File: config.mk
export PLATFORM = sky130hd
export DESIGN_NAME = iopw_io_port_wakeup
export DESIGN_NICKNAME = d
export VERILOG_FILES = /design/src/hdl/iopw_io_port_wakeup.v
export VERILOG_INCLUDE_DIRS = /design/src /design/src/hdl
export SDC_FILE = /design/constraint.sdc
export NUM_CORES = 1
export LEC_CHECK = 0
export BUFFER_PORTS_ARGS = -buffer_cell sky130_fd_sc_hd__buf_2
export CAP_MARGIN = 20
export CORE_MARGIN = 5
export CORE_UTILIZATION = 52
export DETAILED_ROUTE_END_ITERATION = 10
export PLACE_DENSITY_LB_ADDON = 0.1
export SLEW_MARGIN = 10
export SYNTH_ARGS = -nofsm -noshare
export SYNTH_HDL_FRONTEND = slang
export SYNTH_SLANG_ARGS = --single-unit
export TNS_END_PERCENT = 100
File: constraint.sdc
create_clock -name clk_i -period 5.22 [get_ports clk_i]
set_input_delay 0.261 -clock clk_i [delete_from_list [all_inputs] [get_ports clk_i]]
set_output_delay 0.261 -clock clk_i [all_outputs]
set_load 0.02 [all_outputs]
File: src/hdl/iopw_regs.vh
`ifndef IOPW_REGS_VH
`define IOPW_REGS_VH
// port widths
`define IOPW_PORT_A_W 8
`define IOPW_PORT_B_W 8
// wake delays in slow oscillator periods
`define IOPW_WAKE_NORMAL_TICKS 3000
`define IOPW_WAKE_FAST_TICKS 45
// wake-speed select bit inside the misc control byte
`define IOPW_WAKE_SPEED_BIT 5
// pins with pull-low
`define IOPW_PB_PULL_LOW_MASK 8'h48
// open-drain pins
`define IOPW_PA_OPEN_DRAIN_MASK 8'h20
`define IOPW_PB_OPEN_DRAIN_MASK 8'h01
// power states
`define IOPW_ST_RUN 2'h0
`define IOPW_ST_STOP 2'h1
`define IOPW_ST_WAKE 2'h2
`endif
File: src/hdl/iopw_io_port_wakeup.v
// Overview of operation
// - an enabled input pin toggle ends either stop mode
// - timer and comparator wake only in light stop; deep stop pin only
// - normal wake waits about 3000 slow oscillator periods
// - fast wake waits about 45 slow oscillator periods
// - fast boot option forces fast wake always
// - normal boot option picks wake speed from control bit 5
// - pin wakes only when input and digital-input enable set
// - each pin configured by data, direction and pull-high bits
// - direction 0 is input; pull-high follows its enable bit
// - direction 1 drives data; driving low drops pull-high
// - driving high drops the pull-low
// - pull-low only on port b bits 3 and 6, inputs only
// - input may have both pulls; output has none
// - data read gives pad for inputs, stored bit for outputs
// - port a bit 5 and port b bit 0 are open-drain outputs
// - wake resumes after stop with state unchanged
`timescale 1ns/1ps
`default_nettype none
`include "iopw_regs.vh"
module iopw_io_port_wakeup #(
  parameter integer WAKE_NORMAL_TICKS = `IOPW_WAKE_NORMAL_TICKS,
  parameter integer WAKE_FAST_TICKS = `IOPW_WAKE_FAST_TICKS
) (
  input wire clk_i,
  input wire rst_n_i,
  input wire slow_tick_i,
  input wire fast_boot_i,
  input wire [7:0] misc_ctrl_i,
  input wire [7:0] port_a_output_data_i,
  input wire [7:0] port_a_dir_i,
  input wire [7:0] port_a_pull_high_i,
  input wire [7:0] port_a_din_en_i,
  input wire [7:0] port_b_output_data_i,
  input wire [7:0] port_b_dir_i,
  input wire [7:0] port_b_pull_high_i,
  input wire [7:0] port_b_pull_low_i,
  input wire [7:0] port_b_din_en_i,
  input wire [7:0] port_a_pad_i,
  input wire [7:0] port_b_pad_i,
  input wire stop_deep_i,
  input wire stop_light_i,
  input wire timer_wake_i,
  input wire comp_wake_i,
  output reg [7:0] port_a_out_o,
  output reg [7:0] port_a_oe_n_o,
  output reg [7:0] port_a_pull_high_on_o,
  output reg [7:0] port_a_read_o,
  output reg [7:0] port_b_out_o,
  output reg [7:0] port_b_oe_n_o,
  output reg [7:0] port_b_pull_high_on_o,
  output reg [7:0] port_b_pull_low_on_o,
  output reg [7:0] port_b_read_o,
  output reg stopped_o,
  output reg core_run_o
);
  localparam [1:0] ST_RUN = `IOPW_ST_RUN;
  localparam [1:0] ST_STOP = `IOPW_ST_STOP;
  localparam [1:0] ST_WAKE = `IOPW_ST_WAKE;
  localparam [7:0] PB_PL_MASK = `IOPW_PB_PULL_LOW_MASK;
  localparam [7:0] PA_OD_MASK = `IOPW_PA_OPEN_DRAIN_MASK;
  localparam [7:0] PB_OD_MASK = `IOPW_PB_OPEN_DRAIN_MASK;

  function [7:0] read_mux;
    input [7:0] dir;
    input [7:0] dat;
    input [7:0] pad;
    begin
      read_mux = (dir & dat) | (~dir & pad);
    end
  endfunction

  function [7:0] wake_mask;
    input [7:0] dir;
    input [7:0] din_en;
    begin
      wake_mask = ~dir & din_en;
    end
  endfunction

  function [7:0] drive_oe_n;
    input [7:0] dir;
    input [7:0] dat;
    input [7:0] od_mask;
    begin
      drive_oe_n = ~(dir & ~(od_mask & dat));
    end
  endfunction

  function [7:0] pull_high_on;
    input [7:0] dir;
    input [7:0] ph;
    begin
      pull_high_on = ph & ~dir;
    end
  endfunction

  reg [7:0] pa_s1_reg;
  reg [7:0] pa_s2_reg;
  reg [7:0] pb_s1_reg;
  reg [7:0] pb_s2_reg;
  reg [7:0] pa_snap_reg;
  reg [7:0] pb_snap_reg;
  reg [1:0] state_reg;
  reg [1:0] state_next;
  reg light_reg;
  reg fast_reg;
  reg [11:0] cnt_reg;
  reg [11:0] cnt_next;
  reg [7:0] port_a_out_next;
  reg [7:0] port_a_oe_n_next;
  reg [7:0] port_a_pull_high_on_next;
  reg [7:0] port_a_read_next;
  reg [7:0] port_b_out_next;
  reg [7:0] port_b_oe_n_next;
  reg [7:0] port_b_pull_high_on_next;
  reg [7:0] port_b_pull_low_on_next;
  reg [7:0] port_b_read_next;
  reg stopped_next;
  reg core_run_next;
  wire [7:0] pa_wake_en;
  wire [7:0] pb_wake_en;
  wire pin_toggle;
  wire wake_event;
  wire fast_sel;

  assign pa_wake_en = wake_mask(port_a_dir_i, port_a_din_en_i);
  assign pb_wake_en = wake_mask(port_b_dir_i, port_b_din_en_i);
  assign pin_toggle = |(((pa_s2_reg ^ pa_snap_reg) & pa_wake_en) |
                        ((pb_s2_reg ^ pb_snap_reg) & pb_wake_en));
  assign wake_event = pin_toggle | (light_reg & (timer_wake_i | comp_wake_i));
  assign fast_sel = fast_boot_i | misc_ctrl_i[`IOPW_WAKE_SPEED_BIT];

  always @* begin
    state_next = state_reg;
    cnt_next = cnt_reg;
    case (state_reg)
      ST_RUN: begin
        if (stop_deep_i | stop_light_i) begin
          state_next = ST_STOP;
        end
      end
      ST_STOP: begin
        if (wake_event) begin
          state_next = ST_WAKE;
          cnt_next = 12'h000;
        end
      end
      ST_WAKE: begin
        if (slow_tick_i) begin
          cnt_next = cnt_reg + 12'h001;
          if ((fast_reg && cnt_reg == WAKE_FAST_TICKS[11:0] - 12'h001) ||
              (!fast_reg && cnt_reg == WAKE_NORMAL_TICKS[11:0] - 12'h001)) begin
            state_next = ST_RUN;
          end
        end
      end
      default: begin
        state_next = ST_RUN;
      end
    endcase
  end

  // pin drive, pull and read values for the output flops
  always @* begin
    port_a_out_next = port_a_output_data_i & ~PA_OD_MASK;
    port_a_oe_n_next = drive_oe_n(port_a_dir_i, port_a_output_data_i, PA_OD_MASK);
    port_a_pull_high_on_next = pull_high_on(port_a_dir_i, port_a_pull_high_i);
    port_a_read_next = read_mux(port_a_dir_i, port_a_output_data_i, pa_s2_reg);
    port_b_out_next = port_b_output_data_i & ~PB_OD_MASK;
    port_b_oe_n_next = drive_oe_n(port_b_dir_i, port_b_output_data_i, PB_OD_MASK);
    port_b_pull_high_on_next = pull_high_on(port_b_dir_i, port_b_pull_high_i);
    port_b_pull_low_on_next = port_b_pull_low_i & PB_PL_MASK & ~port_b_dir_i;
    port_b_read_next = read_mux(port_b_dir_i, port_b_output_data_i, pb_s2_reg);
    stopped_next = (state_next != ST_RUN);
    core_run_next = (state_next == ST_RUN);
  end

  always @(posedge clk_i) begin
    if (!rst_n_i) begin
      pa_s1_reg <= 8'h00;
      pa_s2_reg <= 8'h00;
      pb_s1_reg <= 8'h00;
      pb_s2_reg <= 8'h00;
      pa_snap_reg <= 8'h00;
      pb_snap_reg <= 8'h00;
      state_reg <= ST_RUN;
      light_reg <= 1'b0;
      fast_reg <= 1'b0;
      cnt_reg <= 12'h000;
      port_a_out_o <= 8'h00;
      port_a_oe_n_o <= 8'hff;
      port_a_pull_high_on_o <= 8'h00;
      port_a_read_o <= 8'h00;
      port_b_out_o <= 8'h00;
      port_b_oe_n_o <= 8'hff;
      port_b_pull_high_on_o <= 8'h00;
      port_b_pull_low_on_o <= 8'h00;
      port_b_read_o <= 8'h00;
      stopped_o <= 1'b0;
      core_run_o <= 1'b1;
    end else begin
      pa_s1_reg <= port_a_pad_i;
      pa_s2_reg <= pa_s1_reg;
      pb_s1_reg <= port_b_pad_i;
      pb_s2_reg <= pb_s1_reg;
      state_reg <= state_next;
      cnt_reg <= cnt_next;
      if (state_reg == ST_RUN && (stop_deep_i | stop_light_i)) begin
        pa_snap_reg <= pa_s2_reg;
        pb_snap_reg <= pb_s2_reg;
        light_reg <= stop_light_i & ~stop_deep_i;
        fast_reg <= fast_sel;
      end
      port_a_out_o <= port_a_out_next;
      port_a_oe_n_o <= port_a_oe_n_next;
      port_a_pull_high_on_o <= port_a_pull_high_on_next;
      port_a_read_o <= port_a_read_next;
      port_b_out_o <= port_b_out_next;
      port_b_oe_n_o <= port_b_oe_n_next;
      port_b_pull_high_on_o <= port_b_pull_high_on_next;
      port_b_pull_low_on_o <= port_b_pull_low_on_next;
      port_b_read_o <= port_b_read_next;
      stopped_o <= stopped_next;
      core_run_o <= core_run_next;
    end
  end
endmodule
`default_nettype wire

==> impl_results.md, run 1 <==
- Initial antenna violation count: 0
- Worst Setup End Kind: register
- Detailed-route DRC error count: 0
- Tot GR Track Use: 0.219
- Setup-failing EPs final: 0
- Post-synthesis to final-layout area growth: 47.4%
- Routed Antenna Nets: 0
- Core Box Area: 8590 um^2
- N_diodes: 0
- Ports: around 180
- Synth Area per Inst: 10.0 um^2
- DR iter-0 viols: 86
- Total design power: 2540 uW
- Global-route wire length before repair: 17.7 mm
- Worst Setup Start Kind: register
- Top cells by area, synth: dfxtp_1 (58%), and2_1 (6.4%), nand2_1 (6.2%)
- Post-synth top area cell: dfxtp_1
- Max clock buf depth: 2
- Max transition margin: 0.426
- Synth top area share: 0.577
- CTS clock-pin slew for the worst setup and hold paths: ~0.06 ns
- Total die area: 10600 um^2
- Final Hold Viols: 0
- Row count: 34
- Largest family of logic cells by synthesized area: simple AND/OR/NAND/NOR gates
- Via density: 4.70
- Netlist cell types: 46
- Ys async rst share: 0
- Final wirelength: 11.3 mm
- HPWL after DPL: around 7 mm
- Mux contribution to synthesized area: 0.0355
- Hold Path Class: input port to register
- Root Buffer Master: clkbuf_8
- H-tree level count: 4
- Top_reg_cell synth: dfxtp_1
- Syn Inst Count: 450
- Clock Sinks: 130
- Synth Cell Area: 4510 um^2
- Critical path type: register to register
- Fmax: 489 MHz
- Worst-Skew Late Latency: 0.50 ns
- Remaining global-route overflow: 0
- Final worst-path setup slack: 3.17 ns
- Max cap viols: 0
- Fin util: 0.774
- Required @ worst endpoint: roughly 5.6 ns
- Post-Synth XOR/XNOR Area: 0.0486
- Pwr dens: 382 nW/um^2
- Vias in the first global route: 3830
- Max-slew violations: 0
- Final period utilization: 0.392
- Layout Cells excl Fill: between 700 and 800
- Crit-path max cell delay: 0.56 ns
- Outcome: completed
- Number of synthesized flops with an enable pin: 0
- Placed insts: between 600 and 700
- First-pass DRT Iterations: 4
- CTS buffer count: 17
- Post-Synth Adder-Cell Area: 0.00555
- Measured slew at the worst slew-check pin: 0.862 ns
- #FFs+latches synth: 130
- Die H: 103 um
- Compound-Gate Fraction of Synth Area: 0.0508
- CP Cell Sequence: xnor2_1, nor3b_1, nor4_1, a31oi_2, o32ai_1
- Starting Density: 0.525
- Skew final: 0.0147 ns
- Worst slack, placed: 2.68 ns
- CTS tree: built
- PortBufs: 156
- Placer Congestion: 0.845
- Simple-Gate Fraction of Synth Area: 0.246
- Via count: approximately 3700
- Seq/Total Area, Yosys: 0.577
- Total setup buffers inserted after CTS: 0
- Crit-path slowest cell: nor4_1
- Leak: ~0.0030 uW
- CP arrival: 2.45 ns
- RSZ-0062 raised after global routing: no
- Largest net degree at the start of global routing: 82
- Crit-path max FO: 13
- Post-route minimum period: 2.05 ns
- Yosys warns: 0
- Setup tns final: 0 ns
- Share of cells above drive strength 1: 0.279
- Die X: 103 um
- Max FFs per register: 12
- Routed WL per cell: 14.2 um
- Most common cell in the netlist: dfxtp_1
- Top post-synthesis cells by count: dfxtp_1 (130), nand2_1 (74), and2_1 (46)
- Nets: around 780
- Cts repair resizes: 0
- Worst vdd ir: about 250 uV
[per-stage QoR]
stage                     hold slack [ns]  cell area (um^2)
after floorplan                     0.323              4540
after global placement              0.414              5330
after detailed placement            0.417              5330
after CTS                          0.0198              6640
after global routing               0.0591              6650
final                              0.0514              6650
[worst max-delay path, delay by kind of cell (launching register included)]
| kind | cells | cell delay (ns) |
|---|---|---|
| XOR/XNOR | 1 | 0.14 |
| flip-flops | 1 | 0.41 |
| AO/OA/AOI/OAI | 2 | 0.77 |
| AND/OR/NAND/NOR | 2 | 0.62 |
[logic make-up (layout without fill, tap and decap cells)]
kind of cell,count (synthesis),in the layout
simple gates,207,207
flops,130,130
compound gates,35,35
buf+inv,34,265
xor+xnor,25,25
mux,16,16
fa+ha+maj,2,2
other cells,1,8
[path summary, 6_finish.rpt]
| kind | slack (ns) | cells past startpoint | startpoint | endpoint |
|---|---|---|---|---|
| setup / recovery | 3.17 | 5 | pa_s2_reg[1] | cnt_reg[0] |
| hold / removal | 0.05 | 3 | stop_light_i | light_reg |
| setup reg to reg | 3.17 | 5 | pa_s2_reg[1] | cnt_reg[0] |
| hold reg to reg | 0.43 | 1 | pb_s1_reg[6] | pb_s2_reg[6] |
[layer usage]
layer | global-route usage | routed length, um
met1 | 0.242 | 4530
met2 | 0.397 | 6060
met3 | 0.0656 | 639
met4 | 0.0757 | 74
met5 | 0 | 0
[power by group]
| group | leakage [uW] | total [uW] | switching [uW] | internal, uW |
|---|---|---|---|---|
| clock network | 0.000287 | 1210 | 422 | 788 |
| logic | 0.00161 | 270 | 148 | 122 |
| registers | 0.00107 | 1060 | 20.8 | 1040 |
| total | 0.00296 | 2540 | 591 | 1950 |
[repair_timing]
action / 4_1_cts / 5_1_grt
hold buffers: 70 / 0
endpoints found under the hold margin: 64 / 0
setup endpoints to repair: 0 / 0
[layout make-up]
cell class	instances	area, um^2
Clock inverter	12	181
Sequential cell	130	2600
Multi-Input combinational cell	293	1780
Tap cell	108	135
Clock buffer	19	432
Fill cell	587	1940
Inverter	7	26.3
Timing Repair Buffer	227	1490
[cells in the final DEF (no fill, tap or decap), types with 3 or more instances in the layout]
cell type,n
a21oi_1,16
and2_1,46
and3b_1,5
buf_2,156
bufinv_16,4
clkbuf_16,16
clkinvlp_4,4
conb_1,8
dfxtp_1,130
dlygate4sd3_1,70
inv_1,6
mux2i_1,16
nand2_1,74
nand2b_1,4
nand3_1,4
nand4_1,3
nor2_1,21
nor2b_1,20
nor3_1,3
nor3b_1,14
o21ai_0,3
o32ai_1,3
xnor2_1,19
xor2_1,6
Note: power is estimated with default switching activity, not from simulation.
==> run 2, diff against run 1 <==
--- a/config.mk
+++ b/config.mk
@@ -9,7 +9,7 @@
 export BUFFER_PORTS_ARGS = -buffer_cell sky130_fd_sc_hd__buf_2
 export CAP_MARGIN = 20
 export CORE_MARGIN = 5
-export CORE_UTILIZATION = 52
+export CORE_UTILIZATION = 48
 export DETAILED_ROUTE_END_ITERATION = 10
 export PLACE_DENSITY_LB_ADDON = 0.1
 export SLEW_MARGIN = 10
==> constraint.sdc (replaced) <==
create_clock -name clk_i -period 1.9 [get_ports clk_i]
set_input_delay 0.095 -clock clk_i [delete_from_list [all_inputs] [get_ports clk_i]]
set_output_delay 0.095 -clock clk_i [all_outputs]
set_load 0.02 [all_outputs]
==> run 2 against run 1 <==
Net effect:
- largest power group unchanged
- sequential share of layout area down 0.79 points
- core utilization down 3.6 points
- clock-buffer cell count down 2
- sequential power rose to 2.8 times the previous value
- combinational power rose to 2.9 times the previous value
- setup slack worse by 3.1 ns
- final area up 2.1%
- final cell count up 2.5%
==> impl_results.md, run 2 (synthesis gave the netlist of run 1 again) <==
- Largest net degree at the start of global routing: 65 (was 82)
- DR iter-0 viols: 159 (was 86)
- Critical Path Source: cnt_reg[8] (was pa_s2_reg[1])
- Row count: 35 (was 34)
- Core Box Area: 9200 um^2 (was 8590 um^2)
- Via count: 3894 (was 3739)
- CTS tree: built (unchanged)
- Max clock buf depth: 2 (unchanged)
- Worst-Skew Late Latency: 0.51 ns (was 0.50 ns)
- H-tree level count: 4 (unchanged)
- Root Buffer Master: clkbuf_8 (unchanged)
- HPWL after DPL: 7.57 mm (was 7.17 mm)
- CP arrival: 2.18 ns (was 2.45 ns)
- Die H: 107 um (was 103 um)
- Total die area: 11400 um^2 (was 10600 um^2)
- Worst Setup Start Kind: register (unchanged)
- Remaining global-route overflow: 0 (unchanged)
- Global-route wire length before repair: 18.9 mm (was 17.7 mm)
- Total setup buffers inserted after CTS: 0 (unchanged)
- Ports: 178 (unchanged)
- Setup tns final: 0 ns (unchanged)
- Leak: 0.00305 uW (was 0.00296 uW)
- Die X: 107 um (was 103 um)
- Reg2Reg Launch Point: cnt_reg[8] (was pa_s2_reg[1])
- Share of cells above drive strength 1: 0.289 (was 0.279)
- Worst slack, placed: 0.0525 ns (was 2.68 ns)
- Final period utilization: 0.941 (was 0.392)
- Detailed-route DRC error count: 0 (unchanged)
- Register Area: 2600 um^2 (unchanged)
- Fill cell count: 679 (was 587)
- Max-slew violations: 0 (unchanged)
- Routed WL per cell: 14.6 um (was 14.2 um)
- Via density: 4.77 (was 4.70)
- Max FFs per register: 12 (unchanged)
- Final Hold Viols: 0 (unchanged)
- Hold Path Class: input port to register (unchanged)
- Placer Congestion: 0.814 (was 0.845)
- Post-synthesis to final-layout area growth: 50.5% (was 47.4%)
- Final wirelength: 11.9 mm (was 11.3 mm)
- Skew final: 0.0122 ns (was 0.0147 ns)
- Max cap viols: 0 (unchanged)
- Commonest non-fill, non-tap cell in the layout: buf_2 (unchanged)
- Pwr dens: 1000 nW/um^2 (was 382 nW/um^2)
- Required @ worst endpoint: 2.29 ns (was 5.63 ns)
- Fmax: 559 MHz (was 489 MHz)
- Post-route minimum period: 1.79 ns (was 2.05 ns)
- Vias in the first global route: 3962 (was 3830)
- PortBufs: 156 (unchanged)
- RSZ-0062 raised after global routing: no (unchanged)
- Max transition margin: 0.606 (was 0.426)
- Worst Setup End Kind: register (unchanged)
- Crit-path max FO: 4 (was 13)
- Nets: 799 (was 782)
- Routed Antenna Nets: 0 (unchanged)
- CTS clock-pin slew for the worst setup and hold paths: 0.06 ns (about the same)
- Placed insts: 707 (was 695)
- Starting Density: 0.490 (was 0.525)
- Measured slew at the worst slew-check pin: 0.589 ns (was 0.862 ns)
- N_diodes: 0 (unchanged)
- Initial antenna violation count: 0 (unchanged)
- Layout Cells excl Fill: 816 (was 796)
- Footprint of the multi-input gates: 1810 um^2 (was 1780 um^2)
- Setup-failing EPs final: 0 (unchanged)
- Final worst-path setup slack: 0.113 ns (was 3.17 ns)
- Hold path startpoint: rst_n_i (was stop_light_i)
- Critical path type: register to register (unchanged)
- Outcome: completed (unchanged)
- Worst vdd ir: 557 uV (was 254 uV)
- First-pass DRT Iterations: 4 (unchanged)
- Clock Sinks: 130 (unchanged)
- Most frequent cells in the layout: buf_2 (156), dfxtp_1 (130), dlygate4sd3_1 (78) (was buf_2 (156), dfxtp_1 (130), nand2_1 (74))
- CTS buffer count: 17 (unchanged)
- Tot GR Track Use: 0.209 (was 0.219)
==> run 2: changes by cell type in the layout (fill, tap and decap cells not counted), moves of 2 or more <==
cell           previous run  this run
buf_4                     1        10
bufinv_16                 4         2
clkinv_4                  1         3
dlygate4sd3_1            70        78
inv_6                     2         4
==> run 2: layout make-up <==
class | count | area share
clock inverters | 14 | 0.0227
flip-flops and latches | 130 | 0.383
inverters | 7 | 0.00387
well taps | 111 | 0.0205
clock buffers | 17 | 0.0610
multi-input cells | 293 | 0.267
repair buffers | 244 | 0.241
==> run 2: through the flow <==
stage	total power [uW]	instance area, um^2	hold WS [ns]	utilization
6_report	6800	6790	0.0197	0.738
5_1_grt	7080	6790	0.0296	0.738
4_1_cts	6830	6750	0.00243	0.734
3_5_place_dp	3630	5400	0.302	0.587
3_3_place_gp	3610	5400	0.298	0.587
2_1_floorplan	3360	4540	0.157	-
==> run 2: worst paths after layout <==
kind | endpoint | cells past startpoint | slack (ns)
worst max register to register | stopped_o | 5 | 0.11
worst min-delay path | port_b_oe_n_o[1] | 3 | 0.02
worst max-delay path | stopped_o | 5 | 0.11
worst min register to register | pa_s2_reg[6] | 1 | 0.43
==> run 2: report_power, final <==
| group | total [uW] | switching [uW] | internal, uW | leakage, uW |
|---|---|---|---|---|
| logic | 794 | 420 | 374 | 0.00170 |
| clock network | 3090 | 1220 | 1870 | 0.000271 |
| registers | 2920 | 58.4 | 2860 | 0.00107 |
==> run 2: worst max-delay path, stage by stage, from the launching register on <==
cell     delay (ns)
dfxtp_1        0.38
nand2_1        0.12
or4b_1         0.49
o41ai_2        0.24
a41oi_2        0.18
o31a_1         0.26
==> run 2: layer usage <==
metal  part of all wire  GRT usage  wire length [um]
met1               0.41      0.238              4890
met2               0.51      0.377              6100
met3              0.056     0.0524               666
met4              0.019     0.0767               221
met5                  0          0                 0
==> run 2: repair_timing <==
action	CTS	global route
gates resized for setup	0	5
setup endpoints to repair	0	8
hold buffers	78	0
endpoints found under the hold margin	82	0
==> run 3, diff against run 2 <==
--- a/config.mk
+++ b/config.mk
@@ -8,8 +8,10 @@
 export LEC_CHECK = 0
 export BUFFER_PORTS_ARGS = -buffer_cell sky130_fd_sc_hd__buf_2
 export CAP_MARGIN = 20
+export CELL_PAD_IN_SITES_DETAIL_PLACEMENT = 1
+export CELL_PAD_IN_SITES_GLOBAL_PLACEMENT = 1
 export CORE_MARGIN = 5
-export CORE_UTILIZATION = 48
+export CORE_UTILIZATION = 35
 export DETAILED_ROUTE_END_ITERATION = 10
 export PLACE_DENSITY_LB_ADDON = 0.1
 export SLEW_MARGIN = 10
==> run 3 against run 2 <==
Net effect:
- total power rose by 0.19%
- die area rose by 33%
- clock-buffer cell count rose by 9
- hold slack improved by 0.015 ns
- sequential share of layout area fell by 0.85 points
- largest power group unchanged
==> impl_results.md, run 3 (synthesis gave the netlist of run 1 again) <==
- Reg2Reg Launch Point: pa_snap_reg[6] (was cnt_reg[8])
- Dpl cell area: 5510 um^2 (was 5400 um^2)
- Setup-failing EPs final: 0 (unchanged)
- Tot GR Track Use: 0.182 (was 0.209)
- Crit-path max FO: 6 (was 4)
- CTS clock-pin slew for the worst setup and hold paths: 0.05 ns (was 0.06 ns)
- Initial antenna violation count: 0 (unchanged)
- Commonest non-fill, non-tap cell in the layout: buf_2 (unchanged)
- Global-route wire length before repair: 21.2 mm (was 18.9 mm)
- Max transition margin: 0.389 (was 0.606)
- CTS buffer count: 17 (unchanged)
- Design area: 6950 um^2 (was 6790 um^2)
- Crit-path slowest cell: a222oi_1 (was or4b_1)
- Die H: 124 um (was 107 um)
- Routed Antenna Nets: 0 (unchanged)
- Hold Path Sink: port_b_read_o[0] (was port_b_oe_n_o[1])
- Crit-path max cell delay: 0.37 ns (was 0.49 ns)
- Routed WL per cell: 15.2 um (was 14.6 um)
- Max clock buf depth: 2 (unchanged)
- R2R setup slack: 0.08 ns (was 0.11 ns)
- Max FFs per register: 12 (unchanged)
- Worst Setup Start Kind: register (unchanged)
- Reg2reg path depth: 6 (was 5)
- HPWL after DPL: 8.51 mm (was 7.57 mm)
- Final period utilization: 0.960 (was 0.941)
- Worst Path Buf+Inv: 1 (was 0)
- Die X: 124 um (was 107 um)
- Via density: 4.50 (was 4.77)
- First-pass DRT Iterations: 4 (unchanged)
- Share of cells above drive strength 1: 0.301 (was 0.289)
- Starting Density: 0.357 (was 0.490)
- Leak: 0.00309 uW (was 0.00305 uW)
- Most frequent cells in the layout: buf_2 (155), dfxtp_1 (128), dlygate4sd3_1 (77) (was buf_2 (156), dfxtp_1 (130), dlygate4sd3_1 (78))
- DR iter-0 viols: 175 (was 159)
- Root Buffer Master: clkbuf_16 (was clkbuf_8)
- N_diodes: 0 (unchanged)
- WHS: 0.0342 ns (was 0.0197 ns)
- Worst vdd ir: 648 uV (was 557 uV)
- Min-Delay Path Depth: 3 (unchanged)
- Critical path type: register to register (unchanged)
- H-tree level count: 4 (unchanged)
- Placer Congestion: 0.762 (was 0.814)
- Required @ worst endpoint: 2.24 ns (was 2.29 ns)
- CP Cell Sequence: xor2_1, a222oi_1, nor4b_4, a31oi_4, buf_6, nor3b_2 (was nand2_1, or4b_1, o41ai_2, a41oi_2, o31a_1)
- Total die area: 15300 um^2 (was 11400 um^2)
- Largest net degree at the start of global routing: 116 (was 65)
- Clock Sinks: 130 (unchanged)
- Pwr dens: 981 nW/um^2 (was 1000 nW/um^2)
- Hold path startpoint: port_b_dir_i[0] (was rst_n_i)
- Vias in the first global route: 4353 (was 3962)
- Remaining global-route overflow: 0 (unchanged)
- RSZ-0062 raised after global routing: yes (was no)
- Worst-Skew Late Latency: 0.41 ns (was 0.51 ns)
- Fin util: 0.550 (was 0.738)
- Final wirelength: 13.3 mm (was 11.9 mm)
- Placed insts: 770 (was 707)
- Via count: 3960 (was 3894)
- Max-slew violations: 0 (unchanged)
- Fmax: 548 MHz (was 559 MHz)
- Ports: 178 (unchanged)
- CP delay by family, top: compound AO/OA/AOI/OAI gates (unchanged)
- Max cap viols: 0 (unchanged)
- Setup tns final: 0 ns (unchanged)
- CTS tree: built (unchanged)
- PortBufs: 156 (unchanged)
- Detailed-route DRC error count: 0 (unchanged)
- Core Box Area: 12600 um^2 (was 9200 um^2)
- Nets: 802 (was 799)
- Skew final: 0.00648 ns (was 0.0122 ns)
- Outcome: completed (unchanged)
- Layout Cells excl Fill: 880 (was 816)
- Post-route minimum period: 1.82 ns (was 1.79 ns)
- RR Endpoint: cnt_reg[5] (was stopped_o)
- Post-synthesis to final-layout area growth: 54.1% (was 50.5%)
- Measured slew at the worst slew-check pin: 0.917 ns (was 0.589 ns)
- Final Hold Viols: 0 (unchanged)
- Worst Setup End Kind: register (unchanged)
- Hold Path Class: input port to register (unchanged)
- CP arrival: 2.16 ns (was 2.18 ns)
- Row count: 41 (was 35)
run 3: changes by cell type in the layout (fill, tap and decap cells not counted), sizes merged:
cell and delta:
clkbuf +9, clkinvlp -3, buf +4, inv -4, clkinv -1, bufinv -1, dlygate4sd3 -1
run 3: routing by layer:
| layer | routed length, um | GRT usage |
|---|---|---|
| met2 | 6870 | 0.328 |
| met3 | 847 | 0.0709 |
| met5 | 0 | 0 |
| met4 | 197 | 0.0616 |
| met1 | 5430 | 0.192 |
run 3: cell type report:
cell class	count	area [um^2]
multi-input combinational	293	1860
inverter	7	26.3
tap	172	215
timing repair buffer	247	1680
clock buffer	26	509
clock inverter	5	50.0
sequential	130	2610
fill	1494	5670
run 3: tightest hold or removal path: cells and delay by family:
family	cells	cell delay, ns
buf+inv	1	0.13
simple gates	1	0.10
mux	1	0.08
run 3: worst max-delay path by stage:
stage | from | endpoint | slack (ns) | cells past startpoint
floorplan | cnt_reg[4] | stopped_o | 0.17 | 5
global placement | pb_s2_reg[0] | cnt_reg[5] | 0.009 | 6
detailed placement | pa_snap_reg[6] | cnt_reg[5] | -0.11 | 6
CTS | pa_snap_reg[6] | cnt_reg[5] | 0.009 | 6
global route | pa_snap_reg[6] | cnt_reg[7] | -0.05 | 6
finish | pa_snap_reg[6] | cnt_reg[5] | 0.08 | 6
run 3: timing repair:
item,in CTS,in global routing
endpoints found under the hold margin,82,0
buffers inserted,1,1
pin swaps,2,9
gates resized for setup,4,14
hold buffers,77,0
setup endpoints to repair,11,10
run 3: power breakdown:
part | switching (uW) | total, uW | internal (uW)
clock | 1100 | 3050 | 1950
sequential | 55.2 | 2920 | 2860
combinational | 448 | 842 | 394
total | 1600 | 6820 | 5210
run 3: through the flow:
stage,total power (uW),worst slack (ns)
after global placement,3630,0.00876
after global routing,7120,-0.0535
after detailed placement,3650,-0.115
final,6820,0.0752
after CTS,6890,0.00914
after floorplan,3360,0.167
